--- src/elp_pkg.sv ---
// constants and types shared by the exception and low-power controller
package elp_pkg;
    // register byte offsets on the wishbone slave
    localparam logic [4:0] ADR_FLAGS_ONE = 5'h00;
    localparam logic [4:0] ADR_FLAGS_TWO = 5'h04;
    localparam logic [4:0] ADR_FLAGS_THREE = 5'h08;
    localparam logic [4:0] ADR_BRK_CTRL = 5'h0C;
    localparam logic [4:0] ADR_BRK_STAT = 5'h10;
    localparam logic [4:0] ADR_OPTION = 5'h14;
    localparam logic [4:0] ADR_MODE = 5'h18;
    // field positions
    localparam int BIT_BREAK_FLAG_CLEAR_ENABLE = 0;
    localparam int BIT_BREAK_WAIT_EXIT_FLAG = 1;
    localparam int BIT_SHORT_STOP_RECOVERY = 0;
    localparam int BIT_WDOG_DIS = 1;
    // reset values
    localparam logic [1:0] OPTION_RST = 2'h0;
    localparam logic BREAK_FLAG_CLEAR_ENABLE_RST = 1'b0;
    // sources and vector codes
    localparam int NUM_SRC = 20;
    localparam logic [4:0] VEC_SWI = 5'h00;
    // stop recovery in crystal clock cycles
    localparam int STOP_REC_LONG = 4096;
    localparam int STOP_REC_SHORT = 32;
    localparam int CNT_W = 13;
    typedef enum logic [2:0] {ST_RUN, ST_LATCHED, ST_WAIT, ST_STOP, ST_STOP_REC} elp_state_e;
endpackage

--- src/elp_ctrl.sv ---
// exception arbitration, break flag protection and wait/stop control
// Operation
// - on interrupt entry the core stacks registers and the mask is set.
// - return from interrupt restores the stacked registers.
// - requests are latched and arbitrated; vector code held constant for fetch.
// - a latched interrupt is not preempted until serviced or mask cleared.
// - hardware interrupts taken at instruction end if unmasked and enabled.
// - highest priority first; pending request served before next instruction.
// - index high register is never stacked on interrupt entry.
// - software interrupt ignores mask and stacks pc, hardware stacks pc-1.
// - fixed order: reset, software interrupt, flag 1 down to lowest flag.
// - first flag register holds flags 6..1 in bits 7..2, bits 1..0 zero.
// - second flag register holds flags 14..7 in all eight bits.
// - third flag register holds flags 20..15 in bits 5..0, upper zero.
// - reset outranks everything and bypasses arbitration.
// - break forces the core to the software interrupt vector.
// - in break, peripheral flags cannot clear unless clear enable is set.
// - a flag cleared in break stays cleared after break ends.
// - two-step clears stay protected in break; second step after break clears.
// - wait or stop clears the mask and stops the core clock.
// - wait stops core clock only; enabled interrupt or reset wakes it.
// - break during wait sets the break wait-exit flag.
// - stop resets counter, gates both clocks; wake stacks after recovery.
// - stop recovery is 4096 crystal cycles, or 32 with short recovery set.
//
// The register offsets and the Wishbone register port were decided locally.
module elp_ctrl #(
    parameter int REC_LONG = elp_pkg::STOP_REC_LONG
) (
    // clock and reset
    input wire logic CORE_CLK_I,
    input wire logic RESETN_I,
    // wishbone slave
    input wire logic WB_CYC_I,
    input wire logic WB_STB_I,
    input wire logic WB_WE_I,
    input wire logic [4:0] WB_ADR_I,
    input wire logic [3:0] WB_SEL_I,
    input wire logic [31:0] WB_DAT_I,
    output logic [31:0] WB_DAT_O,
    output logic WB_ACK_O,
    // interrupt sources
    input wire logic [elp_pkg::NUM_SRC-1:0] INT_REQ_I,
    input wire logic [elp_pkg::NUM_SRC-1:0] INT_EN_I,
    input wire logic BREAK_I,
    // core status
    input wire logic INSTR_DONE_I,
    input wire logic IMASK_I,
    input wire logic SWI_EXEC_I,
    input wire logic RTI_EXEC_I,
    input wire logic WAIT_EXEC_I,
    input wire logic STOP_EXEC_I,
    input wire logic SVC_DONE_I,
    // core control
    output logic EXC_TAKE_O,
    output logic [4:0] VECTOR_O,
    output logic STACK_PC_DEC_O,
    output logic PUSH_INDEX_HI_O,
    output logic SET_IMASK_O,
    output logic CLR_IMASK_O,
    output logic RESTORE_O,
    // clocks and break
    output logic CPU_CLK_EN_O,
    output logic PER_CLK_EN_O,
    output logic XTAL_CLK_EN_O,
    output logic BREAK_ACTIVE_O,
    output logic FLAG_CLR_ALLOW_O,
    output logic WDOG_DIS_O
);
    elp_pkg::elp_state_e state_r, state_nxt;
    logic [4:0] vec_r;
    logic take_r;
    logic pc_dec_r;
    logic set_mask_r;
    logic clr_mask_r;
    logic restore_r;
    logic brk_act_r;
    logic break_flag_clear_enable_r;
    logic break_wait_exit_flag_r;
    logic [1:0] option_r;
    logic [elp_pkg::CNT_W-1:0] cnt_r;
    logic imask_q_r;
    logic ack_r;
    logic [31:0] rdat_r;

    // lowest flag number wins
    function automatic logic [4:0] elp_winner(input logic [elp_pkg::NUM_SRC-1:0] p);
        logic [4:0] w;
        w = 5'h00;
        for (int i = elp_pkg::NUM_SRC - 1; i >= 0; i--)
        begin
            if (p[i])
            begin
                w = 5'(i + 1);
            end
        end
        return w;
    endfunction

    // arbitration
    wire [elp_pkg::NUM_SRC-1:0] enabled = INT_REQ_I & INT_EN_I;
    wire any_en = |enabled;
    wire [4:0] win_code = elp_winner(enabled);
    wire hw_ok = any_en && !IMASK_I;
    wire mask_fall = imask_q_r && !IMASK_I;
    wire boundary = (state_r == elp_pkg::ST_RUN) && INSTR_DONE_I;
    wire swi_go = boundary && (SWI_EXEC_I || BREAK_I);
    wire hw_go = boundary && !swi_go && hw_ok;
    wire wait_go = boundary && !swi_go && !hw_go && WAIT_EXEC_I;
    wire stop_go = boundary && !swi_go && !hw_go && !wait_go && STOP_EXEC_I;
    // the mask is already cleared in wait, so any enabled request wakes
    wire wait_brk = (state_r == elp_pkg::ST_WAIT) && BREAK_I;
    wire wait_wake = (state_r == elp_pkg::ST_WAIT) && (BREAK_I || any_en);
    wire stop_wake = (state_r == elp_pkg::ST_STOP) && (BREAK_I || any_en);
    wire [elp_pkg::CNT_W-1:0] rec_len = option_r[elp_pkg::BIT_SHORT_STOP_RECOVERY]
        ? elp_pkg::CNT_W'(elp_pkg::STOP_REC_SHORT) : elp_pkg::CNT_W'(REC_LONG);
    wire rec_done = (state_r == elp_pkg::ST_STOP_REC) && (cnt_r == rec_len - 1'b1);
    wire rec_take = rec_done && (BREAK_I || any_en);
    wire rec_brk = rec_done && BREAK_I;
    wire take_now = swi_go || hw_go || wait_wake || rec_take;
    wire brk_sel = (boundary && BREAK_I) || wait_brk || rec_brk;
    wire is_swi = swi_go || wait_brk || rec_brk;
    wire [4:0] take_vec = is_swi ? elp_pkg::VEC_SWI : win_code;
    wire latch_end = SVC_DONE_I || mask_fall;

    // wishbone decode
    wire wb_req = WB_CYC_I && WB_STB_I && !ack_r;
    wire wb_wr = wb_req && WB_WE_I && WB_SEL_I[0];
    wire wr_brk_ctrl = wb_wr && (WB_ADR_I == elp_pkg::ADR_BRK_CTRL);
    wire wr_brk_stat = wb_wr && (WB_ADR_I == elp_pkg::ADR_BRK_STAT);
    wire wr_option = wb_wr && (WB_ADR_I == elp_pkg::ADR_OPTION);
    wire [7:0] flags_one = {INT_REQ_I[5:0], 2'b00};
    wire [7:0] flags_two = INT_REQ_I[13:6];
    wire [7:0] flags_three = {2'b00, INT_REQ_I[19:14]};
    wire [31:0] rd_mux =
        (WB_ADR_I == elp_pkg::ADR_FLAGS_ONE) ? {24'h000000, flags_one} :
        (WB_ADR_I == elp_pkg::ADR_FLAGS_TWO) ? {24'h000000, flags_two} :
        (WB_ADR_I == elp_pkg::ADR_FLAGS_THREE) ? {24'h000000, flags_three} :
        (WB_ADR_I == elp_pkg::ADR_BRK_CTRL) ? {31'h0000000, break_flag_clear_enable_r} :
        (WB_ADR_I == elp_pkg::ADR_BRK_STAT) ? {30'h0000000, break_wait_exit_flag_r, 1'b0} :
        (WB_ADR_I == elp_pkg::ADR_OPTION) ? {30'h0000000, option_r} :
        (WB_ADR_I == elp_pkg::ADR_MODE) ? {24'h000000, brk_act_r, vec_r, 2'(state_r)} :
        32'h00000000;
    // break_wait_exit_flag: a break exit in the clearing cycle wins over the write of zero
    wire break_wait_exit_flag_nxt = wait_brk ? 1'b1 : (wr_brk_stat ? WB_DAT_I[elp_pkg::BIT_BREAK_WAIT_EXIT_FLAG] : break_wait_exit_flag_r);

    // next state
    always_comb
    begin
        state_nxt = state_r;
        case (state_r)
            elp_pkg::ST_RUN:
            begin
                if (swi_go || hw_go)
                begin
                    state_nxt = elp_pkg::ST_LATCHED;
                end
                else if (wait_go)
                begin
                    state_nxt = elp_pkg::ST_WAIT;
                end
                else if (stop_go)
                begin
                    state_nxt = elp_pkg::ST_STOP;
                end
            end
            elp_pkg::ST_LATCHED:
            begin
                if (latch_end)
                begin
                    state_nxt = elp_pkg::ST_RUN;
                end
            end
            elp_pkg::ST_WAIT:
            begin
                if (wait_wake)
                begin
                    state_nxt = elp_pkg::ST_LATCHED;
                end
            end
            elp_pkg::ST_STOP:
            begin
                if (stop_wake)
                begin
                    state_nxt = elp_pkg::ST_STOP_REC;
                end
            end
            elp_pkg::ST_STOP_REC:
            begin
                if (rec_done)
                begin
                    state_nxt = rec_take ? elp_pkg::ST_LATCHED : elp_pkg::ST_RUN;
                end
            end
            default:
            begin
                state_nxt = elp_pkg::ST_RUN;
            end
        endcase
    end

    // reset takes no part in arbitration: it simply returns everything to run
    always_ff @(posedge CORE_CLK_I)
    begin
        if (!RESETN_I)
        begin
            state_r <= elp_pkg::ST_RUN;
            vec_r <= elp_pkg::VEC_SWI;
            take_r <= 1'b0;
            pc_dec_r <= 1'b0;
            set_mask_r <= 1'b0;
            clr_mask_r <= 1'b0;
            restore_r <= 1'b0;
            imask_q_r <= 1'b1;
        end
        else
        begin
            state_r <= state_nxt;
            if (take_now)
            begin
                vec_r <= take_vec;
                pc_dec_r <= !is_swi;
            end
            take_r <= take_now;
            set_mask_r <= take_now;
            clr_mask_r <= wait_go || stop_go;
            restore_r <= RTI_EXEC_I;
            imask_q_r <= IMASK_I;
        end
    end

    // stop counter is held clear from stop entry until recovery starts
    always_ff @(posedge CORE_CLK_I)
    begin
        if (!RESETN_I || state_r != elp_pkg::ST_STOP_REC)
        begin
            cnt_r <= '0;
        end
        else
        begin
            cnt_r <= cnt_r + 1'b1;
        end
    end

    // break state runs from the forced vector until the return
    always_ff @(posedge CORE_CLK_I)
    begin
        if (!RESETN_I)
        begin
            brk_act_r <= 1'b0;
        end
        else if (take_now && brk_sel)
        begin
            brk_act_r <= 1'b1;
        end
        else if (RTI_EXEC_I)
        begin
            brk_act_r <= 1'b0;
        end
    end

    // registers
    always_ff @(posedge CORE_CLK_I)
    begin
        if (!RESETN_I)
        begin
            break_flag_clear_enable_r <= elp_pkg::BREAK_FLAG_CLEAR_ENABLE_RST;
            break_wait_exit_flag_r <= 1'b0;
            option_r <= elp_pkg::OPTION_RST;
            ack_r <= 1'b0;
            rdat_r <= 32'h00000000;
        end
        else
        begin
            if (wr_brk_ctrl)
            begin
                break_flag_clear_enable_r <= WB_DAT_I[elp_pkg::BIT_BREAK_FLAG_CLEAR_ENABLE];
            end
            if (wr_option)
            begin
                option_r <= WB_DAT_I[1:0];
            end
            break_wait_exit_flag_r <= break_wait_exit_flag_nxt;
            ack_r <= wb_req;
            if (wb_req)
            begin
                rdat_r <= rd_mux;
            end
        end
    end

    // outputs
    assign WB_ACK_O = ack_r;
    assign WB_DAT_O = rdat_r;
    assign EXC_TAKE_O = take_r;
    assign VECTOR_O = vec_r;
    assign STACK_PC_DEC_O = pc_dec_r;
    assign PUSH_INDEX_HI_O = 1'b0;
    assign SET_IMASK_O = set_mask_r;
    assign CLR_IMASK_O = clr_mask_r;
    assign RESTORE_O = restore_r;
    assign CPU_CLK_EN_O = (state_r == elp_pkg::ST_RUN) || (state_r == elp_pkg::ST_LATCHED);
    assign PER_CLK_EN_O = (state_r != elp_pkg::ST_STOP) && (state_r != elp_pkg::ST_STOP_REC);
    assign XTAL_CLK_EN_O = (state_r != elp_pkg::ST_STOP);
    assign BREAK_ACTIVE_O = brk_act_r;
    // peripherals sample this at their clearing step, so a first step taken
    // before break still cannot complete a clear while break holds
    assign FLAG_CLR_ALLOW_O = !brk_act_r || break_flag_clear_enable_r;
    assign WDOG_DIS_O = option_r[elp_pkg::BIT_WDOG_DIS];

    // checks
    a_swi_no_mask: assert property (@(posedge CORE_CLK_I) disable iff (!RESETN_I)
        boundary && SWI_EXEC_I && IMASK_I |=> EXC_TAKE_O && VECTOR_O == elp_pkg::VEC_SWI && !STACK_PC_DEC_O)
        else $error("software interrupt not taken under mask");
    a_mask_blocks_hw: assert property (@(posedge CORE_CLK_I) disable iff (!RESETN_I)
        boundary && IMASK_I && !SWI_EXEC_I && !BREAK_I |=> !EXC_TAKE_O)
        else $error("hardware interrupt taken while masked");
    a_latch_holds: assert property (@(posedge CORE_CLK_I) disable iff (!RESETN_I)
        state_r == elp_pkg::ST_LATCHED && $past(state_r) == elp_pkg::ST_LATCHED |-> $stable(VECTOR_O))
        else $error("latched vector changed");
    a_hw_priority: assert property (@(posedge CORE_CLK_I) disable iff (!RESETN_I)
        hw_go && enabled[0] |=> VECTOR_O == 5'h01 && STACK_PC_DEC_O && SET_IMASK_O)
        else $error("flag one lost arbitration");
    a_wait_clocks: assert property (@(posedge CORE_CLK_I) disable iff (!RESETN_I)
        wait_go |=> CLR_IMASK_O && !CPU_CLK_EN_O && PER_CLK_EN_O)
        else $error("wait entry wrong");
    a_break_wait_exit_flag_set: assert property (@(posedge CORE_CLK_I) disable iff (!RESETN_I)
        wait_brk |=> break_wait_exit_flag_r ##1 EXC_TAKE_O == 1'b0)
        else $error("break wait-exit flag not set");
    a_stop_gates: assert property (@(posedge CORE_CLK_I) disable iff (!RESETN_I)
        stop_go |=> !XTAL_CLK_EN_O && !PER_CLK_EN_O && cnt_r == '0)
        else $error("stop entry wrong");
    a_stop_rec_len: assert property (@(posedge CORE_CLK_I) disable iff (!RESETN_I)
        state_r == elp_pkg::ST_STOP_REC && option_r[elp_pkg::BIT_SHORT_STOP_RECOVERY] && cnt_r == '0 && $stable(option_r)
        |-> ##31 rec_done || $changed(option_r))
        else $error("short stop recovery length wrong");
    a_brk_protect: assert property (@(posedge CORE_CLK_I) disable iff (!RESETN_I)
        BREAK_ACTIVE_O && !break_flag_clear_enable_r |-> !FLAG_CLR_ALLOW_O)
        else $error("flag clear allowed in break");
    // reset, exception, status read, break and low-power checks
    a_reset_to_run: assert property (@(posedge CORE_CLK_I)
        !RESETN_I |=> state_r == elp_pkg::ST_RUN && !EXC_TAKE_O && !BREAK_ACTIVE_O && CPU_CLK_EN_O)
        else $error("reset did not return to run");
    a_take_sets_mask: assert property (@(posedge CORE_CLK_I) disable iff (!RESETN_I)
        EXC_TAKE_O |-> SET_IMASK_O)
        else $error("take without mask set");
    a_restore_pulse: assert property (@(posedge CORE_CLK_I) disable iff (!RESETN_I)
        RTI_EXEC_I |=> RESTORE_O)
        else $error("return did not restore");
    a_no_preempt: assert property (@(posedge CORE_CLK_I) disable iff (!RESETN_I)
        state_r == elp_pkg::ST_LATCHED |=> !EXC_TAKE_O)
        else $error("latched interrupt preempted");
    a_flags_one_map: assert property (@(posedge CORE_CLK_I) disable iff (!RESETN_I)
        wb_req && WB_ADR_I == elp_pkg::ADR_FLAGS_ONE |=> WB_DAT_O[7:0] == {$past(INT_REQ_I[5:0]), 2'b00})
        else $error("first flag register wrong");
    a_flags_two_map: assert property (@(posedge CORE_CLK_I) disable iff (!RESETN_I)
        wb_req && WB_ADR_I == elp_pkg::ADR_FLAGS_TWO |=> WB_DAT_O[7:0] == $past(INT_REQ_I[13:6]))
        else $error("second flag register wrong");
    a_flags_three_map: assert property (@(posedge CORE_CLK_I) disable iff (!RESETN_I)
        wb_req && WB_ADR_I == elp_pkg::ADR_FLAGS_THREE |=> WB_DAT_O[7:0] == {2'b00, $past(INT_REQ_I[19:14])})
        else $error("third flag register wrong");
    a_break_vector: assert property (@(posedge CORE_CLK_I) disable iff (!RESETN_I)
        take_now && brk_sel |=> VECTOR_O == elp_pkg::VEC_SWI && BREAK_ACTIVE_O)
        else $error("break not forced to software vector");
    a_clear_enable: assert property (@(posedge CORE_CLK_I) disable iff (!RESETN_I)
        break_flag_clear_enable_r |-> FLAG_CLR_ALLOW_O)
        else $error("clear enable ignored");
    a_stop_mask: assert property (@(posedge CORE_CLK_I) disable iff (!RESETN_I)
        stop_go |=> CLR_IMASK_O && !CPU_CLK_EN_O)
        else $error("stop entry left mask or core clock");
    a_wait_wake: assert property (@(posedge CORE_CLK_I) disable iff (!RESETN_I)
        wait_wake |=> EXC_TAKE_O && state_r == elp_pkg::ST_LATCHED)
        else $error("wait wake not taken next cycle");
    a_rec_no_take: assert property (@(posedge CORE_CLK_I) disable iff (!RESETN_I)
        state_r == elp_pkg::ST_STOP_REC && !rec_done |=> !EXC_TAKE_O)
        else $error("stacking before stop recovery ended");
endmodule // elp_ctrl

--- config.mk ---
export PLATFORM = sky130hd
export DESIGN_NAME = elp_ctrl
export DESIGN_NICKNAME = d
export VERILOG_FILES = /design/src/elp_pkg.sv /design/src/elp_ctrl.sv
export SDC_FILE = /design/constraint.sdc
export NUM_CORES = 1
export LEC_CHECK = 0
export BUFFER_PORTS_ARGS = -buffer_cell sky130_fd_sc_hd__buf_4
export CAP_MARGIN = 20
export CORE_MARGIN = 4
export CORE_UTILIZATION = 44
export DETAILED_ROUTE_END_ITERATION = 12
export PLACE_DENSITY_LB_ADDON = 0.2
export SYNTH_ARGS = -nofsm -noshare
export SYNTH_HDL_FRONTEND = slang
export SYNTH_SLANG_ARGS = --single-unit
export TNS_END_PERCENT = 10
--- constraint.sdc ---
create_clock -name CORE_CLK_I -period 2.3 [get_ports CORE_CLK_I]
set_input_delay 0.345 -clock CORE_CLK_I [delete_from_list [all_inputs] [get_ports CORE_CLK_I]]
set_output_delay 0.345 -clock CORE_CLK_I [all_outputs]
set_load 0.1 [all_outputs]
==> metrics.csv <==
stage,metric,value,unit
outcome,run status,finished clean,
detailed_routing,detailed-route DRC error count,0,
worst_setup_path,capturing element type of the critical path,flip-flop,
clock_tree,number of buffers between clock root and the deepest sink,2,
sta,worst path setup slack after routing,0.137,ns
worst_setup_path,setup slack on the worst flop-to-flop path,0.14,ns
sta,unrepaired setup endpoints after global routing,false,
global_routing,largest net degree at the start of global routing,18,
worst_hold_path,hold-critical path endpoint,imask_q_r$_SDFF_PN1_,
sta,transition time of the tightest slew-check pin,0.501,ns
global_routing,GRT overflow,0,
worst_setup_path,crit-path leading delay family,compound AO/OA/AOI/OAI gates,
synthesis,Post-synth ARST share,0,
worst_setup_path,arrival time of the worst setup path,2.40,ns
synthesis,cell with the most instances after synthesis,sky130_fd_sc_hd__nor2_1,
floorplanning,core area,5510,µm²
pwr,PD cells,579,nW/µm²
clock_tree,clock edge transition at the registers on the reported setup and hold paths,0.08,ns
synthesis,Post-synth top cells,"sky130_fd_sc_hd__nor2_1 (52), sky130_fd_sc_hd__dfxtp_1 (40), sky130_fd_sc_hd__nand2_1 (32), sky130_fd_sc_hd__buf_4 (26), sky130_fd_sc_hd__a21oi_1 (19)",
worst_hold_path,Min-Delay Path Class,input port to flip-flop,
synthesis,number of warnings issued by yosys,0,
pwr,switching power share of the total,0.411,
final_layout,synth-to-layout area growth,29.3,%
sta,Setup Viol. Count Final,0,
synthesis,Area contributors post-synth,"sky130_fd_sc_hd__dfxtp_1 (32%), sky130_fd_sc_hd__buf_4 (7.8%), sky130_fd_sc_hd__nor2_1 (7.8%)",
worst_setup_path,maximum cell stage delay along the critical path,0.53,ns
placed_design,final weighted congestion in routability-driven placement,0.914,
detailed_routing,average routed wire per standard cell,14.7,µm
clock_tree,CTS hold repair buffers,0,
sta,Max-slew headroom,0.665,
synthesis,top-area cell type share of the netlist area,0.319,
pwr,design internal power,1.11,mW
synthesis,number of enable-type register cells in the synthesized netlist,0,
final_layout,n_diodes,0,
worst_setup_path,buffering stage count on the worst path with inverters included,0,
synthesis,most frequently used flop master after synthesis,sky130_fd_sc_hd__dfxtp_1,
clock_tree,Post-CTS Setup Repair Bufs,0,
sta,timing-limited maximum frequency,0.462,GHz
synthesis,cell area after synthesis,2510,µm²
final_layout,Nets,507,
placed_design,Placed Cells incl. Taps,477,
pwr,share of power burned in registers,0.396,
final_layout,layout cell share with drive strength beyond 1,0.262,
clock_tree,Root Buffer,sky130_fd_sc_hd__clkbuf_8,
flow_run,count of max-cap constraint violations,0,
detailed_routing,post-detailed-route via-to-cell ratio,5.34,
worst_setup_path,Critical R2R Launch,cnt_r[9]$_SDFF_PP0_,
synthesis,dominant cell type by area after synthesis,sky130_fd_sc_hd__dfxtp_1,
clock_tree,PostCTS Resize Cnt,0,
worst_setup_path,category of the critical setup timing path,flip-flop to flip-flop,
detailed_routing,number of optimization iterations in the first detailed-route pass,4,
final_layout,"Cell Count, Final, Fillers Out",485,
floorplanning,placement row count,27,
worst_setup_path,reg2reg path depth,6,
pwr,Final Total Pwr,1.88,mW
placed_design,DPL Wire Length,5.64,mm
sta,TNS Setup,0,ns
floorplanning,overall die width,83.5,µm
global_routing,number of global-route vias before repair,2473,
sta,Clock Skew,0.00750,ns
detailed_routing,total wire length after detailed routing,7.12,mm
sta,minimum period implied by the final worst setup slack,2.16,ns
synthesis,cells after synthesis,324,
detailed_routing,Vias,2590,
worst_setup_path,library cell contributing the largest single delay on the critical path,sky130_fd_sc_hd__or4_1,
clock_tree,number of buffers created by CTS,5,
floorplanning,DIE AREA,6970,µm²
synthesis,#FFs+latches synth,40,
worst_setup_path,Startpoint Class,flip-flop,
sta,final slew viol count,0,
clock_tree,CTS tree,done,
pwr,Logic pwr share,0.360,
worst_hold_path,startpoint of the lowest-slack hold path,IMASK_I,
worst_setup_path,cells along the critical path,or4_1 -> o22ai_2 -> nand4_2 -> a211o_1 -> a221o_1 -> a21oi_2,
pwr,worst vdd rail ir drop,465,µV
placed_design,Post-Place Worst Slack,0.101,ns
worst_setup_path,largest fanout of any net on the critical path,6,
sta,fraction of the cycle the final worst path needs,0.940,
sta,total count of hold-check failures in the final report,0,
worst_hold_path,hold depth,2,
synthesis,post-synthesis area per instance,7.74,µm²
worst_setup_path,reg2reg end,VECTOR_O[0]$_SDFFE_PN0P_,
clock_tree,number of H-tree branching levels,2,
clock_tree,total clock sinks,40,
pwr,sw power,0.771,mW
final_layout,filler cell count,525,
global_routing,first-pass GRT wire length,11.6,mm
worst_setup_path,CP required,2.54,ns
detailed_routing,initial drt markers,131,
global_routing,total routing usage reported by global routing,0.201,
floorplanning,# IOs,144,
floorplanning,overall die height,83.5,µm
pwr,Clock power frac,0.244,
floorplanning,Initial Utilization,0.456,
synthesis,"Distinct cells, synth",61,
pwr,leakage dissipation,1.39,nW
placed_design,port bufs,85,
detailed_routing,number of nets with antenna violations after routing,0,
global_routing,number of antenna violations at the first check in global routing,0,
synthesis,sequential-to-total area share from yosys stat,0.319,
clock_tree,clock insertion delay at the later pin of the skew report,0.30,ns
-- routing by layer --
metal  vias up  GRT usage  wire length [µm]  part of all wire
li1       1291          -                 -                 -
met4         0     0.0658               116             0.016
met5         -          0                 0                 0
met2        92      0.313              3260              0.46
met3        11     0.0444               491             0.069
met1      1196      0.277              3260              0.46
-- kinds of logic (layout without fill, tap and decap cells) --
group | count (synthesis) | in the layout | share of synthesized area
simple gates | 139 | 139 | 0.263
compound gates | 79 | 79 | 0.221
xor+xnor | 11 | 11 | 0.0384
fa+ha+maj | 1 | 1 | 0.00499
other cells | 1 | 25 | 0.00149
buf+inv | 40 | 105 | 0.0993
mux | 13 | 13 | 0.0524
flops | 40 | 40 | 0.319
-- how the worst max path moves through the flow --
stage	startpoint	slack, ns	end	cells past startpoint
global placement	cnt_r[9]$_SDFF_PP0_	0.16	VECTOR_O[0]$_SDFFE_PN0P_	6
floorplan	state_r[1]$_SDFFE_PN0P_	-0.24	PER_CLK_EN_O	4
global route	cnt_r[9]$_SDFF_PP0_	0.007	VECTOR_O[0]$_SDFFE_PN0P_	6
finish	cnt_r[9]$_SDFF_PP0_	0.14	VECTOR_O[0]$_SDFFE_PN0P_	6
CTS	cnt_r[9]$_SDFF_PP0_	0.12	VECTOR_O[0]$_SDFFE_PN0P_	6
detailed placement	INT_REQ_I[13]	0.10	state_r[0]$_SDFFE_PN0P_	9
-- metrics by stage --
step / utilization / hold WS, ns / area [µm²]
3_3_place_gp: 0.573 / 0.436 / 3160
5_1_grt: 0.589 / 0.284 / 3240
3_5_place_dp: 0.573 / 0.453 / 3160
6_report: 0.589 / 0.277 / 3240
2_1_floorplan: - / 0.418 / 2600
4_1_cts: 0.589 / 0.266 / 3240
-- state kept, by name, summed over array words and instances, names as in the netlist, 2 cells and up --
name / flops
option_r: 2
cnt_r: 13
state_r: 3
VECTOR_O: 5
WB_DAT_O: 8
-- power groups by stage --
stage	Clock (mW)	Combinational [mW]	Sequential [mW]
floorplan	0	0.404	0.875
global placement	0	0.669	0.757
detailed placement	0	0.671	0.757
CTS	0.473	0.672	0.742
global route	0.498	0.715	0.746
finish	0.458	0.676	0.743
-- cells in the final DEF (no fill, tap or decap), types with 4 or more instances in the layout --
cell | Yosys | routed
sky130_fd_sc_hd__a21oi_1 | 19 | 19
sky130_fd_sc_hd__a221oi_1 | 5 | 5
sky130_fd_sc_hd__a22o_1 | 4 | 4
sky130_fd_sc_hd__a22oi_1 | 6 | 6
sky130_fd_sc_hd__and3_1 | 5 | 5
sky130_fd_sc_hd__buf_4 | 26 | 93
sky130_fd_sc_hd__clkbuf_8 | 0 | 5
sky130_fd_sc_hd__conb_1 | 1 | 25
sky130_fd_sc_hd__dfxtp_1 | 40 | 40
sky130_fd_sc_hd__mux2i_1 | 12 | 12
sky130_fd_sc_hd__nand2_1 | 32 | 32
sky130_fd_sc_hd__nand2b_1 | 4 | 4
sky130_fd_sc_hd__nand3_1 | 11 | 11
sky130_fd_sc_hd__nand4_1 | 4 | 4
sky130_fd_sc_hd__nor2_1 | 52 | 51
sky130_fd_sc_hd__nor2b_1 | 7 | 7
sky130_fd_sc_hd__nor3_1 | 8 | 8
sky130_fd_sc_hd__o21ai_0 | 13 | 13
sky130_fd_sc_hd__xnor2_1 | 6 | 6
sky130_fd_sc_hd__xor2_1 | 5 | 5
-- final cells by class --
cell class / count / area [µm²] / share of cell area
clock buffer: 5 / 68.8 / 0.0212
clock inverter: 3 / 18.8 / 0.00579
inverter: 4 / 15.0 / 0.00463
multi-input combinational: 268 / 1550 / 0.478
sequential: 40 / 801 / 0.247
tap: 72 / 90.1 / 0.0278
timing repair buffer: 93 / 698 / 0.215
Note: power is estimated with default switching activity, not from simulation.
